## config.mk

```make
export PLATFORM = sky130hd
export DESIGN_NAME = fault_shutdown
export DESIGN_NICKNAME = d
export VERILOG_FILES = /design/src/verilog/fault_sd_pkg.sv /design/src/verilog/fault_deglitch.sv /design/src/verilog/channel_ctrl.sv /design/src/verilog/fault_shutdown.sv
export VERILOG_INCLUDE_DIRS = /design/src /design/src/verilog
export SDC_FILE = /design/constraint.sdc
export NUM_CORES = 1
export LEC_CHECK = 0
export ABC_AREA = 1
export BUFFER_PORTS_ARGS = -buffer_cell sky130_fd_sc_hd__buf_2
export CAP_MARGIN = 0
export CORE_MARGIN = 2
export CORE_UTILIZATION = 59
export CTS_CLUSTER_SIZE = 40
export DETAILED_ROUTE_END_ITERATION = 6
export MAX_ROUTING_LAYER = met4
export PLACE_DENSITY = 0.77
export SYNTH_ARGS = -nofsm -noshare
export SYNTH_HDL_FRONTEND = slang
export SYNTH_HIERARCHICAL = 1
export SYNTH_SLANG_ARGS = --single-unit
```

## constraint.sdc

```tcl
create_clock -name pclk -period 3 [get_ports pclk]
set_input_delay 0 -clock pclk [delete_from_list [all_inputs] [get_ports pclk]]
set_output_delay 0 -clock pclk [all_outputs]
set_load 0.01 [all_outputs]
```

## src/verilog/fault_sd_consts.svh

```systemverilog
// Purpose: named constants for the fault shutdown and restart block
// Assumes: pclk at 100 MHz
// Notes: register offsets are byte addresses on APB
`ifndef FAULT_SD_CONSTS_SVH
`define FAULT_SD_CONSTS_SVH

`define NUM_CH 5
`define CH_EXT 4
`define CLK_MHZ 100
// Fault deglitch time in ns, and the cycle count derived from it
`define FAULT_DEGLITCH_NS 500
`define FAULT_DEGLITCH_CYC ((`FAULT_DEGLITCH_NS * `CLK_MHZ) / 1000)
// Longest shutdown delay in ns, rounded down to cycles
`define FAULT_SD_DELAY_NS 4500
`define FAULT_SD_DELAY_CYC ((`FAULT_SD_DELAY_NS * `CLK_MHZ) / 1000)
// Autorestart wait in ns and cycles
`define AUTORESTART_NS 40960
`define AUTORESTART_CYC ((`AUTORESTART_NS * `CLK_MHZ) / 1000)

`define ADDR_CTRL 12'h000
`define ADDR_ON 12'h004
`define ADDR_INEN 12'h008
`define ADDR_QSTAT 12'h00c
`define ADDR_CHSTAT 12'h010
`define ADDR_IRQ_STAT 12'h014
`define ADDR_IRQ_MASK 12'h018
`define ADDR_DRIVE 12'h01c

`define CTRL_FAIL_BIT 0
`define CTRL_HID_LSB 1
`define CTRL_RESET 3'h0
`define DEG_W 8
`define RST_W 16

`endif

```

## src/verilog/fault_sd_pkg.sv

```systemverilog
// Purpose: types for the fault shutdown and restart block
// Assumes: fault_sd_consts.svh defines the channel count
// Notes: channel status is a packed struct of fault sources
package fault_sd_pkg;
	typedef struct packed {
		logic supply_undervoltage;
		logic high_current_window_first;
		logic high_current_window_second;
		logic high_current_window_third;
		logic low_overcurrent_threshold;
		logic channel_overtemp;
		logic severe_short_detect;
	} fault_src_t;

	typedef enum logic [1:0] {
		ST_OFF = 2'b00,
		ST_ON = 2'b01,
		ST_FAULT = 2'b11,
		ST_LATCH = 2'b10
	} ch_state_t;
endpackage

```

## src/verilog/fault_deglitch.sv

```systemverilog
// Purpose: fault deglitch filter for one channel
// Assumes: fault input already synchronised
// Notes: output rises only after the input stays high for the full count
`timescale 1ns/1ps
`include "fault_sd_consts.svh"
module fault_deglitch (
	input wire logic pclk,
	input wire logic presetn,
	input wire logic fault_in,
	output logic fault_out
);
	logic [`DEG_W-1:0] cnt_reg;
	wire at_end = (cnt_reg == `DEG_W'(`FAULT_DEGLITCH_CYC - 1));

	always_ff @(posedge pclk or negedge presetn) begin
		if (!presetn) begin
			cnt_reg <= '0;
			fault_out <= 1'b0;
		end else if (!fault_in) begin
			cnt_reg <= '0;
			fault_out <= 1'b0;
		end else if (at_end) begin
			fault_out <= 1'b1;
		end else begin
			cnt_reg <= cnt_reg + `DEG_W'(1);
		end
	end
endmodule // fault_deglitch

```

## src/verilog/channel_ctrl.sv

```systemverilog
// Purpose: shutdown, restart and latch state of one channel
// Assumes: fault is already deglitched; fail_mode synchronous
// Notes: state is kept per channel, faults do not spread
`timescale 1ns/1ps
`include "fault_sd_consts.svh"
module channel_ctrl
	import fault_sd_pkg::*;
(
	input wire logic pclk,
	input wire logic presetn,
	input wire logic fail_mode,
	input wire logic demand,
	input wire logic set_ev,
	input wire logic rewrite_ev,
	input wire logic fault,
	input wire logic fault_auto,
	output logic drive,
	output logic fast_off,
	output ch_state_t state
);
	ch_state_t state_reg, state_next;
	logic [`RST_W-1:0] wait_reg;
	logic fail_q;
	wire mode_chg = fail_q != fail_mode;
	wire wait_done = (wait_reg == `RST_W'(`AUTORESTART_CYC - 1));

	always_comb begin
		state_next = state_reg;
		unique case (state_reg)
			ST_OFF: begin
				// Fail mode follows the input level, not only its edge
				if ((set_ev || (fail_mode && demand)) && !fault)
					state_next = ST_ON;
			end
			ST_ON: begin
				if (fault)
					state_next = (fail_mode && !fault_auto) ? ST_LATCH : ST_FAULT;
				else if (!demand)
					state_next = ST_OFF;
			end
			ST_FAULT: begin
				if (mode_chg)
					state_next = ST_OFF;
				else if (!fail_mode && (set_ev || rewrite_ev) && !fault)
					state_next = ST_ON;
				else if (fail_mode && wait_done && !fault && demand)
					state_next = ST_ON;
			end
			ST_LATCH: if (mode_chg) state_next = ST_OFF;
		endcase
	end

	always_ff @(posedge pclk or negedge presetn) begin
		if (!presetn) begin
			state_reg <= ST_OFF;
			wait_reg <= '0;
			fail_q <= 1'b0;
			fast_off <= 1'b0;
		end else begin
			state_reg <= state_next;
			fail_q <= fail_mode;
			if (state_reg != ST_FAULT || wait_done)
				wait_reg <= '0;
			else
				wait_reg <= wait_reg + `RST_W'(1);
			// Held until restart so it survives supply loss
			if (fault)
				fast_off <= 1'b1;
			else if (state_next == ST_ON)
				fast_off <= 1'b0;
		end
	end

	assign drive = (state_reg == ST_ON) && demand && !fault;
	assign state = state_reg;
endmodule // channel_ctrl

```

## src/verilog/fault_shutdown.sv

```systemverilog
// Purpose: per-channel fault shutdown and restart with APB registers
// Assumes: pins are asynchronous and pass two flip-flops
// Notes: channel index 4 is the external channel
`timescale 1ns/1ps
`include "fault_sd_consts.svh"

module fault_shutdown
	import fault_sd_pkg::*;
(
	input wire logic pclk,
	input wire logic presetn,
	input wire logic psel,
	input wire logic penable,
	input wire logic pwrite,
	input wire logic [11:0] paddr,
	input wire logic [31:0] pwdata,
	output logic [31:0] prdata,
	output logic pready,
	output logic pslverr,
	input wire logic [3:0] deglitched_control_input,
	input wire logic supply_undervoltage,
	input wire logic charge_pump_failure,
	input wire logic overtemp_shutdown,
	input wire logic [`NUM_CH-1:0] offstate_open_load,
	input wire logic [`NUM_CH-1:0] high_current_window_first,
	input wire logic [`NUM_CH-1:0] high_current_window_second,
	input wire logic [`NUM_CH-1:0] high_current_window_third,
	input wire logic [`NUM_CH-1:0] low_overcurrent_threshold,
	input wire logic [`NUM_CH-1:0] channel_overtemp,
	input wire logic [`NUM_CH-1:0] severe_short_detect,
	input wire logic [`NUM_CH-1:0] load_current_present,
	output logic [`NUM_CH-1:0] channel_drive_command,
	output logic [`NUM_CH-1:0] fast_turnoff_path,
	output logic [`NUM_CH-1:0] second_window_slow,
	output logic irq
);
	localparam int N = `NUM_CH;
	localparam int SW = 8 * N + 7;

	// Two-stage synchronisers for all pin inputs
	wire [SW-1:0] raw = {deglitched_control_input, supply_undervoltage,
		charge_pump_failure, overtemp_shutdown, offstate_open_load,
		high_current_window_first, high_current_window_second,
		high_current_window_third, low_overcurrent_threshold,
		channel_overtemp, severe_short_detect, load_current_present};
	logic [SW-1:0] sync1_reg, sync2_reg;
	always_ff @(posedge pclk or negedge presetn) begin
		if (!presetn) begin
			sync1_reg <= '0;
			sync2_reg <= '0;
		end else begin
			sync1_reg <= raw;
			sync2_reg <= sync1_reg;
		end
	end

	wire [3:0] din_s;
	wire undervolt_s, pump_fail_s, hot_shut_s;
	wire [N-1:0] olo_s, w1_s, w2_s, w3_s, low_oc_s, ot_s, ssc_s, load_s;
	assign {din_s, undervolt_s, pump_fail_s, hot_shut_s, olo_s, w1_s, w2_s,
		w3_s, low_oc_s, ot_s, ssc_s, load_s} = sync2_reg;

	// Registers
	logic [2:0] ctrl_reg;
	logic [N-1:0] on_reg, inen_reg, chstat_reg, irq_stat_reg, irq_mask_reg;
	logic [N-1:0] on_wr_pulse;
	logic [N-1:0] on_q, din_q;
	wire fail_mode = ctrl_reg[`CTRL_FAIL_BIT];
	wire [1:0] hid_sel = ctrl_reg[`CTRL_HID_LSB+1:`CTRL_HID_LSB];

	wire wr_en = psel && penable && pwrite;
	function automatic logic hit(input logic [11:0] a, input logic [11:0] r);
		hit = (a == r);
	endfunction
	wire wr_ctrl = wr_en && hit(paddr, `ADDR_CTRL);
	wire wr_on = wr_en && hit(paddr, `ADDR_ON);
	wire wr_inen = wr_en && hit(paddr, `ADDR_INEN);
	wire wr_istat = wr_en && hit(paddr, `ADDR_IRQ_STAT);
	wire wr_imask = wr_en && hit(paddr, `ADDR_IRQ_MASK);
	wire mapped = hit(paddr, `ADDR_CTRL) || hit(paddr, `ADDR_ON) ||
		hit(paddr, `ADDR_INEN) || hit(paddr, `ADDR_QSTAT) ||
		hit(paddr, `ADDR_CHSTAT) || hit(paddr, `ADDR_IRQ_STAT) ||
		hit(paddr, `ADDR_IRQ_MASK) || hit(paddr, `ADDR_DRIVE);

	assign pready = 1'b1;
	assign pslverr = psel && penable && !mapped;

	// Per-channel fault and demand
	wire [N-1:0] fault_raw, fault_dg, fault_auto, demand, din_ext;
	wire [N-1:0] set_ev, rewrite_ev, ch_fault_ev;
	ch_state_t ch_state [N];
	assign din_ext = {1'b0, din_s};

	genvar g;
	generate
		for (g = 0; g < N; g++) begin : g_ch
			assign fault_raw[g] = undervolt_s | w1_s[g] | w2_s[g] | w3_s[g] |
				low_oc_s[g] | ot_s[g] | ssc_s[g] | pump_fail_s | hot_shut_s |
				(olo_s[g] & ~channel_drive_command[g]);
			// Auto-restart class; others latch in fail mode
			assign fault_auto[g] = ~(w1_s[g] | ot_s[g] | ssc_s[g] |
				hot_shut_s);
			if (g == `CH_EXT) begin : g_ext
				assign demand[g] = fail_mode ? 1'b0 : on_reg[g];
			end else begin : g_pwr
				assign demand[g] = fail_mode ? din_ext[g] :
					(on_reg[g] | (inen_reg[g] & din_ext[g]));
			end
			assign set_ev[g] = (on_reg[g] & ~on_q[g]) |
				(din_ext[g] & ~din_q[g]);
			assign rewrite_ev[g] = on_wr_pulse[g] & on_reg[g];
			// Slow when no load current; fail mode slows every channel
			assign second_window_slow[g] = ~load_s[g] & (fail_mode ||
				hid_sel == 2'h0 || (hid_sel == 2'h1 && g == 2) ||
				(hid_sel == 2'h2 && (g == 2 || g == 3)));

			fault_deglitch u_deg (
				.pclk(pclk),
				.presetn(presetn),
				.fault_in(fault_raw[g]),
				.fault_out(fault_dg[g])
			);

			channel_ctrl u_ch (
				.pclk(pclk),
				.presetn(presetn),
				.fail_mode(fail_mode),
				.demand(demand[g]),
				.set_ev(set_ev[g]),
				.rewrite_ev(rewrite_ev[g]),
				.fault(fault_dg[g]),
				.fault_auto(fault_auto[g]),
				.drive(channel_drive_command[g]),
				.fast_off(fast_turnoff_path[g]),
				.state(ch_state[g])
			);
			assign ch_fault_ev[g] = fault_dg[g] &&
				(ch_state[g] == ST_ON);
		end
	endgenerate

	always_ff @(posedge pclk or negedge presetn) begin
		if (!presetn) begin
			ctrl_reg <= `CTRL_RESET;
			on_reg <= '0;
			inen_reg <= '0;
			irq_mask_reg <= '0;
			on_wr_pulse <= '0;
			on_q <= '0;
			din_q <= '0;
		end else begin
			on_q <= on_reg;
			din_q <= din_ext;
			on_wr_pulse <= wr_on ? pwdata[N-1:0] : '0;
			if (wr_ctrl)
				ctrl_reg <= pwdata[2:0];
			if (wr_on)
				on_reg <= pwdata[N-1:0];
			if (wr_inen)
				inen_reg <= {1'b0, pwdata[3:0]};
			if (wr_imask)
				irq_mask_reg <= pwdata[N-1:0];
		end
	end

	// Sticky status; a new fault wins over a clear
	always_ff @(posedge pclk or negedge presetn) begin
		if (!presetn) begin
			chstat_reg <= '0;
			irq_stat_reg <= '0;
		end else begin
			chstat_reg <= (chstat_reg & ~(wr_istat ? pwdata[N-1:0] : '0)) |
				(fail_mode ? '0 : ch_fault_ev);
			irq_stat_reg <= (irq_stat_reg & ~(wr_istat ? pwdata[N-1:0] : '0))
				| ch_fault_ev;
		end
	end

	assign irq = |(irq_stat_reg & irq_mask_reg);

	wire [31:0] rd_mux =
		hit(paddr, `ADDR_CTRL) ? {29'h0, ctrl_reg} :
		hit(paddr, `ADDR_ON) ? {27'h0, on_reg} :
		hit(paddr, `ADDR_INEN) ? {27'h0, inen_reg} :
		hit(paddr, `ADDR_QSTAT) ? {31'h0, |chstat_reg} :
		hit(paddr, `ADDR_CHSTAT) ? {27'h0, chstat_reg} :
		hit(paddr, `ADDR_IRQ_STAT) ? {27'h0, irq_stat_reg} :
		hit(paddr, `ADDR_IRQ_MASK) ? {27'h0, irq_mask_reg} :
		hit(paddr, `ADDR_DRIVE) ? {22'h0, fast_turnoff_path,
			channel_drive_command} : 32'h0;

	always_ff @(posedge pclk or negedge presetn) begin
		if (!presetn)
			prdata <= 32'h0;
		else if (psel && !penable && !pwrite)
			prdata <= rd_mux;
	end
endmodule // fault_shutdown

```

==> results.toml, run 1 <==
[status]
status = "complete, no violations"

[floorplanning]
fp.dieW_um = 152.7
dieArea_um2 = 23310
fp.dieH_um = 152.7
core_area_um2 = 21760
start_util_pct = 59.96
io_pins = 146
num_rows = 54

[placed_design]
pre_cts_slack_ps = 594.3
port_buffers = 95
place.gp.congestion = 0.9321
dp_hpwl_um = 18720

[yosys]
synth_top_cell_by_area = "dfrtp_1"
synth_top_flop_cell = "dfrtp_1"
synth_area_um2 = 13040
ys_types = 41
synth.yosys.seq_area_share_pct = 55.64
synthDominantCellAreaShare_pct = 55.64
async_reset_ff_share_pct = 100.0
synth_area_per_cell_um2 = 8.952
ys_top_cells_by_area = "dfrtp_1 (56%), nand2_1 (7.9%), nor2_1 (6.2%), inv_1 (4.6%), nand3_1 (3.5%)"
synth-seq-cells = 290
yosysWarningCount = 6
synth_enable_flop_cells = 0
syn_inst = 1457

[worst_setup_path]
cpLargestDelayFamily = "buffers and inverters"
crit_buf_inv = 5
critPathLaunchType = "input port"
crit_path_max_fanout = 7
crit_path_max_incr_delay_ps = 600
cp-end-kind = "output port"
slowest_stage = "dlygate4sd3_1"
crit_path_cell_trace = "dlygate4sd3_1, buf_2, nor2_8, dlygate4sd3_1, nand2_2, inv_2, o21ai_2, nand2_1, nor4_1, buf_2"
r2r_start = "ctrl_reg[0]"
path_class = "input port to output port"
critPathRequiredTime_ps = 3000
arrival_ps = 2510
startpoint = "paddr[0]"

[global_routing]
grt_pass1_vias = 9823
grt_max_degree = 84
grt_pass1_wl_um = 47070
grt_antenna_before_repair = 0
grt_overflow = 0
track_usage_pct = 25.19

[timing]
maxSlewViolCount = 0
max_freq_ghz = 0.3983
setup_violations = 0
fin_crit_ps = 2511
setup_ws_ps = 489.1
finalHoldViolations = 0
tightestPinTransition_ps = 917.4
rsz0062_at_grt = "false"
fin_setup_tns_ps = 0
fin_crit_sh_pct = 83.70
max_slew_margin_pct = 38.28
skew_ps = 23.66

[clocking]
post_cts_resized = 0
cts-htree-levels = 1
clock_sinks = 290
clock_path_buffers = 3
cts_buffers = 30
postCtsHoldBufs = 59
root_buffer = "clkbuf_16"
clk_latency_ps = 580
cts_tree = "yes"
clk_pin_slew_ps = 60
post_cts_buffers = 0

[drt]
wl_per_cell_um = 14.70
num_vias = 10189
wl_um = 28460
drt_iter0_drc = 732
avgViaCountPerCell = 5.263
drc_errors = 0
drtPass1Iterations = 5
drtAntennaViolNets = 0

[power_and_ir_drop]
p_leak_nw = 7.492
powerDensity_nw_per_um2 = 665.3
peakVddDrop_mv = 0.5663

[min_path]
min_path_type = "input port to asynchronous set/reset pin"

[cells_and_area]
fillCellCount = 1640
diodes = 0
syn2layout_area_growth_pct = 18.00
drive_gt1_share_pct = 14.92
num-nets-final = 1746
largest_reg_flops = 80

[job]
cap_violations = 0
-- report_power, final --
part           total (mW)  internal [mW]  switching [mW]
Combinational        1.57          0.641           0.930
Sequential           4.92           4.37           0.554
Clock                3.75           2.18            1.57
Total                10.2           7.19            3.05
-- layout make-up --
cell class / instances / area (um2) / area share, %
multi-input combinational: 970 / 4933 / 32.05
sequential: 290 / 7257 / 47.15
clock buffer: 38 / 850.8 / 5.528
tap: 280 / 350.3 / 2.276
inverter: 181 / 679.4 / 4.414
clock inverter: 15 / 158.9 / 1.032
timing repair buffer: 162 / 1161 / 7.544
-- layout by cell type (no fill, tap or decap), types with 23 or more instances in the layout --
cell	count
a21oi_1	52
buf_2	94
clkbuf_16	30
conb_1	23
dfrtp_1	290
dlygate4sd3_1	59
inv_1	161
nand2_1	274
nand3_1	91
nor2_1	217
nor3_1	39
o21ai_0	55
-- logic make-up after synthesis --
| logic type | share of synthesized area [%] |
|---|---|
| simple gates | 26.71 |
| buf+inv | 7.146 |
| fa+ha+maj | 1.439 |
| other cells | 0.05758 |
| xor+xnor | 2.350 |
| compound gates | 6.667 |
| flops | 55.64 |
-- synthesized netlist by cell type, types with 6 or more instances --
cell / number
nand2_2: 21
xnor2_1: 15
ha_1: 15
nor2_1: 217
a21oi_1: 52
nand3_2: 9
buf_2: 7
nand3_1: 91
inv_2: 15
o21ai_1: 21
xor2_1: 20
dfrtp_1: 290
nand2_1: 274
inv_1: 161
nor4_1: 12
o21ai_0: 55
nor3_1: 39
nor2_2: 15
nor3_4: 7
buf_4: 28
nor2_4: 7
nand4_1: 21
nand2_4: 7
a211oi_1: 6
-- worst paths after layout --
| kind | endpoint | slack [ps] | cells after the start |
|---|---|---|---|
| setup / recovery | pslverr | 490 | 10 |
| hold / removal | g_ch[1].u_ch/wait_reg[2] | 20 | 2 |
| setup reg to reg | g_ch[1].u_deg/cnt_reg[2] | 520 | 10 |
| hold reg to reg | sync2_reg[1] | 350 | 0 |
| max in group asynchronous | sync2_reg[42] | 2150 | 3 |
| min in group pclk | prdata[6] | 30 | 6 |
-- routing by layer --
layer,global-route usage [%],vias up,part of all wire (%)
li1,-,4994,-
met2,41.81,266,50
met3,3.441,55,4.8
met1,33.47,4874,43
met4,5.776,0,2.3
met5,-,-,0
-- stage by stage --
step | total power, mW | area [um2] | cells | hold WS (ps) | util (%)
global placement | 6.379 | 13790 | 1824 | 43.54 | 63.39
CTS | 10.26 | 15390 | 1936 | 4.594 | 70.74
finish | 10.24 | 15390 | 1936 | 19.30 | 70.74
detailed placement | 6.458 | 13790 | 1824 | 49.05 | 63.39
global route | 10.79 | 15390 | 1936 | 53.77 | 70.74
floorplan | 5.975 | 13120 | 1478 | -295.6 | -
No activity file was read; power rests on OpenSTA's default activity.
==> run 2, diff against run 1 <==
--- a/config.mk
+++ b/config.mk
@@ -6,15 +6,15 @@
 export SDC_FILE = /design/constraint.sdc
 export NUM_CORES = 1
 export LEC_CHECK = 0
-export ABC_AREA = 1
+export ABC_AREA = 0
 export BUFFER_PORTS_ARGS = -buffer_cell sky130_fd_sc_hd__buf_2
 export CAP_MARGIN = 0
 export CORE_MARGIN = 2
-export CORE_UTILIZATION = 59
+export CORE_UTILIZATION = 53
 export CTS_CLUSTER_SIZE = 40
 export DETAILED_ROUTE_END_ITERATION = 6
 export MAX_ROUTING_LAYER = met4
-export PLACE_DENSITY = 0.77
+export PLACE_DENSITY = 0.73
 export SYNTH_ARGS = -nofsm -noshare
 export SYNTH_HDL_FRONTEND = slang
 export SYNTH_HIERARCHICAL = 1
==> constraint.sdc (replaced) <==
create_clock -name pclk -period 2.3 [get_ports pclk]
set_input_delay 0 -clock pclk [delete_from_list [all_inputs] [get_ports pclk]]
set_output_delay 0 -clock pclk [all_outputs]
set_load 0.01 [all_outputs]
==> run 2 against run 1 <==
Clock skew shrank 6.8 ps. Area after synthesis fell by 4.0%. Utilization down 5.7 points. Synthesized cell count fell by 26%. Wire length is 9.5% lower. Global-route usage is 3.3 points lower. Critical path depth down 5. Register-to-register slack got worse by 280 ps. Die area up 6.7%. Worst setup slack got worse by 240 ps. Design area is 1.4% lower. Largest cell class unchanged.
==> results.toml, run 2 <==
[clocking]
cts_buffers = 30
root_buffer = "clkbuf_16"
clock_sinks = 290
clock_path_buffers = 3
clk_latency_ps = 560
cts-htree-levels = 1
cts_tree = "yes"
clk_pin_slew_ps = 60

[drt]
wl_um = 25760
drtPass1Iterations = 5
avgViaCountPerCell = 5.328
drtAntennaViolNets = 0
drt_iter0_drc = 473
num_vias = 8541
drc_errors = 0
wl_per_cell_um = 16.07

[worst_setup_path]
arrival_ps = 2480
r2r_start = "g_ch[1].u_ch/wait_reg[0]"
cp-end-kind = "flip-flop"
critPathLaunchType = "flip-flop"
path_class = "flip-flop to flip-flop"
startpoint = "g_ch[1].u_ch/wait_reg[0]"
crit_path_max_fanout = 6
critPathRequiredTime_ps = 2730

[timing]
finalHoldViolations = 0
maxSlewViolCount = 0
fin_crit_sh_pct = 89.37
tightestPinTransition_ps = 655.4
skew_ps = 16.84
setup_ws_ps = 244.5
max_freq_ghz = 0.4865
fin_setup_tns_ps = 0
setup_violations = 0
rsz0062_at_grt = "false"
max_slew_margin_pct = 56.15
fin_crit_ps = 2055

[placed_design]
port_buffers = 95
dp_hpwl_um = 16370
pre_cts_slack_ps = 38.15
place.gp.congestion = 0.8398
placedCellCount = 1493

[global_routing]
track_usage_pct = 21.86
grt_antenna_before_repair = 0
grt_overflow = 0
grt_max_degree = 72
grt_pass1_wl_um = 42320
grt_pass1_vias = 8467

[power_and_ir_drop]
p_leak_nw = 6.619
powerDensity_nw_per_um2 = 883.4
peakVddDrop_mv = 0.7676

[yosys]
yosysWarningCount = 6
synth_enable_flop_cells = 0
synth_top_flop_cell = "dfrtp_1"
synth_area_per_cell_um2 = 11.67
ys_top_cells_by_area = "dfrtp_1 (58%), xnor2_1 (4.5%), nor2_1 (3.2%), nand2_1 (2.3%), nor4_1 (2.0%)"
synthDominantCellAreaShare_pct = 57.95
syn_inst = 1073
ys_types = 61
synth.yosys.seq_area_share_pct = 57.95
synth-adder-area-share_pct = 1.499
yosysMostFrequentCell = "dfrtp_1"
synth_area_um2 = 12520
synthXorXnorAreaFrac_pct = 6.294
synth_top_family_by_area = "simple AND/OR/NAND/NOR gates"
synthMuxAreaShare_pct = 3.557
synth-compound-area-share_pct = 7.443
synth_top_cell_by_area = "dfrtp_1"
yosys.area_share.simple_pct = 19.85
async_reset_ff_share_pct = 100.0
synth-seq-cells = 290
ys_top_cells_by_count = "dfrtp_1 (290), nor2_1 (106), nand2_1 (78), xnor2_1 (65), nand3_1 (46)"

[status]
status = "complete, no violations"

[cells_and_area]
drive_gt1_share_pct = 19.39
instances_no_fill = 1603
finish.utilization_pct = 65.04
final_cell_mix = "dfrtp_1 (289), nor2_1 (106), buf_2 (94)"
mostFrequentLayoutCell = "dfrtp_1"
syn2layout_area_growth_pct = 21.18
diodes = 0
num-nets-final = 1372
largest_reg_flops = 80

[floorplanning]
fp.dieW_um = 157.7
start_util_pct = 53.67
core_area_um2 = 23330
dieArea_um2 = 24870
fp.dieH_um = 157.7
num_rows = 56
io_pins = 146

[min_path]
min_path_type = "input port to asynchronous set/reset pin"

[job]
cap_violations = 0
## run 2: cell count changes after synthesis, moves of 28 or more
| cell | previous run | this run |
|---|---|---|
| nand2_1 | 274 | 78 |
| inv_1 | 161 | 41 |
| nor2_1 | 217 | 106 |
| xnor2_1 | 15 | 65 |
| nand3_1 | 91 | 46 |
| a21oi_1 | 52 | 12 |
| nor3_1 | 39 | 11 |
| nor4_1 | 12 | 40 |
## run 2: stage by stage
stage | area, um2 | total power, mW | hold WS (ps)
2_1_floorplan | 12630 | 7.498 | -295.6
3_3_place_gp | 13510 | 8.015 | -0.6644
3_5_place_dp | 13510 | 8.107 | -0.7126
4_1_cts | 15150 | 13.50 | 8.028
5_1_grt | 15180 | 14.10 | 48.74
6_report | 15180 | 13.41 | 11.77
## run 2: worst max-delay path, stage by stage (launching register included)
cell	delay [ps]
dfrtp_1	410
ha_1	230
nand3_2	170
or3_4	450
o311a_1	360
a311o_1	320
## run 2: path summary, 6_finish.rpt
path | to | slack [ps] | cells after the start
min in group pclk | prdata[3] | 30 | 5
max in group asynchronous | sync1_reg[39] | 1420 | 3
hold / removal | sync1_reg[18] | 10 | 2
setup / recovery | g_ch[1].u_ch/fast_off | 240 | 5
setup reg to reg | g_ch[1].u_ch/fast_off | 240 | 5
hold reg to reg | sync2_reg[3] | 340 | 0
## run 2: where the power goes
part | total [mW] | switching, mW | internal, mW
Sequential | 6.32 | 0.669 | 5.65
Clock | 5.29 | 1.98 | 3.31
Combinational | 1.80 | 0.889 | 0.910
Total | 13.4 | 3.54 | 9.86
## run 2: metal layers
layer | GRT usage (%) | vias to the layer above | wire [um]
li1 | - | 4105 | -
met3 | 3.011 | 44 | 1316
met1 | 29.75 | 4223 | 11380
met2 | 35.22 | 169 | 12580
met4 | 5.281 | 0 | 488
met5 | - | - | 0
## run 2: logic make-up after synthesis
group / after synthesis
other: 2
DFF: 290
buffers and inverters: 85
AOI/OAI and AO/OA: 127
xor gates and xnor gates: 90
and+or+nand+nor: 427
adders and majority gates: 15
muxes: 37
## run 2: area by class of cell
type | count | area [um2]
fill | 1753 | 8157
sequential | 290 | 7261
multi-input combinational | 719 | 4970
timing repair buffer | 179 | 1292
clock buffer | 38 | 820.8
tap | 319 | 399.1
clock inverter | 17 | 279.0
inverter | 41 | 153.9
## run 2: repair_timing
item,in CTS,in global routing
endpoints found under the setup margin,1,9
hold buffers,54,0
buffers inserted,0,1
gates resized for setup,1,2
pin swaps,0,0
endpoints found under the hold margin,371,0
==> run 3, diff against run 2 <==
--- a/config.mk
+++ b/config.mk
@@ -9,12 +9,14 @@
 export ABC_AREA = 0
 export BUFFER_PORTS_ARGS = -buffer_cell sky130_fd_sc_hd__buf_2
 export CAP_MARGIN = 0
+export CORE_ASPECT_RATIO = 0.6
 export CORE_MARGIN = 2
-export CORE_UTILIZATION = 53
+export CORE_UTILIZATION = 55
+export CTS_BUF_LIST = sky130_fd_sc_hd__clkbuf_8
 export CTS_CLUSTER_SIZE = 40
 export DETAILED_ROUTE_END_ITERATION = 6
 export MAX_ROUTING_LAYER = met4
-export PLACE_DENSITY = 0.73
+export PLACE_DENSITY = 0.84
 export SYNTH_ARGS = -nofsm -noshare
 export SYNTH_HDL_FRONTEND = slang
 export SYNTH_HIERARCHICAL = 1
==> run 3 against run 2 <==
Sequential power increased by 0.8%. Sequential share of layout area up 1.0 points. Design area decreased by 2.1%. Die area shrank 3.4%. Clock power fell by 23%. First-iteration DRC count increased by 24%. Critical path depth fell by 2. Critical endpoint is now channel_drive_command[2]. Largest power group unchanged.
==> results.toml, run 3 (synthesis results as in run 2) <==
[cells_and_area]
final_cell_mix = "dfrtp_1 (289), nor2_1 (106), buf_2 (94)"
drive_gt1_share_pct = 19.57
diodes = 0
mostFrequentLayoutCell = "dfrtp_1"
largest_reg_flops = 80
num-nets-final = 1383
instances_no_fill = 1606
syn2layout_area_growth_pct = 18.60

[placed_design]
port_buffers = 95
dp_hpwl_um = 17900
placedCellCount = 1483
place.gp.congestion = 0.8700
pre_cts_slack_ps = 76.89

[global_routing]
grt_antenna_before_repair = 0
grt_overflow = 0
grt_pass1_vias = 8898
grt_max_degree = 80
track_usage_pct = 24.56
grt_pass1_wl_um = 45150

[timing]
rsz0062_at_grt = "false"
fin_crit_sh_pct = 95.16
hold_slack_ps = 40.28
tightestPinTransition_ps = 696.2
max_slew_margin_pct = 53.16
setup_violations = 0
finalHoldViolations = 0
skew_ps = 17.03
max_freq_ghz = 0.4569
fin_crit_ps = 2189
maxSlewViolCount = 0
setup_ws_ps = 111.4
fin_setup_tns_ps = 0

[drt]
dr.max_layer_used = "met4"
avgViaCountPerCell = 5.478
wl_per_cell_um = 17.04
num_vias = 8797
wl_um = 27370
drt_iter0_drc = 587
wl_met3_um = 1758
wl_met2_um = 12860
met1_length_um = 12320
drtPass1Iterations = 5
drc_errors = 0
drtAntennaViolNets = 0

[floorplanning]
dieArea_um2 = 24030
fp.dieW_um = 198.8
io_pins = 146
start_util_pct = 56.47
num_rows = 42
fp.dieH_um = 120.9
core_area_um2 = 22180

[worst_setup_path]
crit_buf_inv = 1
critPathRequiredTime_ps = 2300
arrival_ps = 2190
path_class = "flip-flop to output port"
rr_worst_depth = 6
cp-end-kind = "output port"
reg2reg_to = "prdata[0]"
crit_path_max_fanout = 22
r2r_start = "ctrl_reg[0]"
crit_path_max_incr_delay_ps = 600
crit_path_cell_trace = "o21ai_0, nor3b_2, buf_2"
slowest_stage = "dfrtp_4"
critPathLaunchType = "flip-flop"
cpLargestDelayFamily = "flip-flops"
rrSetupSlack_ps = 170

[clocking]
post_cts_buffers = 0
clock_sinks = 290
clock_path_buffers = 3
cts_buffers = 41
root_buffer = "clkbuf_8"
cts-htree-levels = 2
clk_pin_slew_ps = 70
cts_tree = "yes"
clk_latency_ps = 540

[power_and_ir_drop]
peakVddDrop_mv = 0.6931
p_leak_nw = 6.545
power.total_mw = 12.24
powerDensity_nw_per_um2 = 824.4

[min_path]
hold_start = "paddr[10]"
min_path_type = "input port to flip-flop"
hold_path_depth = 5
hold_end = "prdata[1]"

[status]
status = "complete, no violations"

[job]
cap_violations = 0
run 3: cell count changes in the layout (fill, tap and decap cells not counted), moves of 2 or more:
| cell | change |
|---|---|
| bufinv_16 | -5 |
| clkinvlp_4 | -3 |
| clkbuf_16 | -30 |
| clkbuf_8 | +45 |
| buf_4 | +2 |
| inv_1 | +11 |
| clkbuf_1 | -4 |
run 3: what timing repair did:
| action | in CTS | in global routing |
|---|---|---|
| hold buffers | 54 | 0 |
| gates resized for setup | 0 | 1 |
| endpoints found under the hold margin | 301 | 0 |
| setup endpoints to repair | 0 | 9 |
run 3: routing by layer:
| metal | vias to the layer above | track usage, % |
|---|---|---|
| met5 | - | - |
| met3 | 39 | 5.364 |
| li1 | 4129 | - |
| met1 | 4348 | 33.62 |
| met4 | 0 | 5.970 |
| met2 | 281 | 37.92 |
run 3: how the worst max path moves through the flow:
stage,end,startpoint,cells past startpoint
2_1_floorplan,prdata[3],ctrl_reg[0],8
3_3_place_gp,g_ch[0].u_deg/cnt_reg[0],ctrl_reg[0],6
3_5_place_dp,g_ch[0].u_deg/cnt_reg[1],ctrl_reg[0],6
4_1_cts,g_ch[0].u_deg/cnt_reg[1],ctrl_reg[0],6
5_1_grt,channel_drive_command[2],ctrl_reg[0],3
6_report,channel_drive_command[2],ctrl_reg[0],3
run 3: cell type report:
cell class | count | area, um2
Fill cell | 1600 | 7323
Sequential cell | 290 | 7261
Multi-Input combinational cell | 719 | 4959
Timing Repair Buffer | 179 | 1276
Clock buffer | 49 | 674.4
Tap cell | 308 | 385.4
Inverter | 41 | 153.9
Clock inverter | 20 | 143.9
run 3: tightest hold or removal path, delay by kind of cell:
kind / cells / cell delay [ps]
compound gates: 2 / 180
buf+inv: 1 / 70
simple gates: 2 / 280
run 3: per-stage QoR:
step	util, %	area, um2
after floorplan	-	12630
after global placement	60.82	13490
after detailed placement	60.82	13490
after CTS	66.95	14850
after global routing	66.98	14850
final	66.98	14850
run 3: where the power goes:
part	total, mW	internal, mW	switching (mW)
Combinational	1.82	0.907	0.910
Clock	4.05	2.16	1.89
Sequential	6.37	5.65	0.726
Total	12.2	8.71	3.53
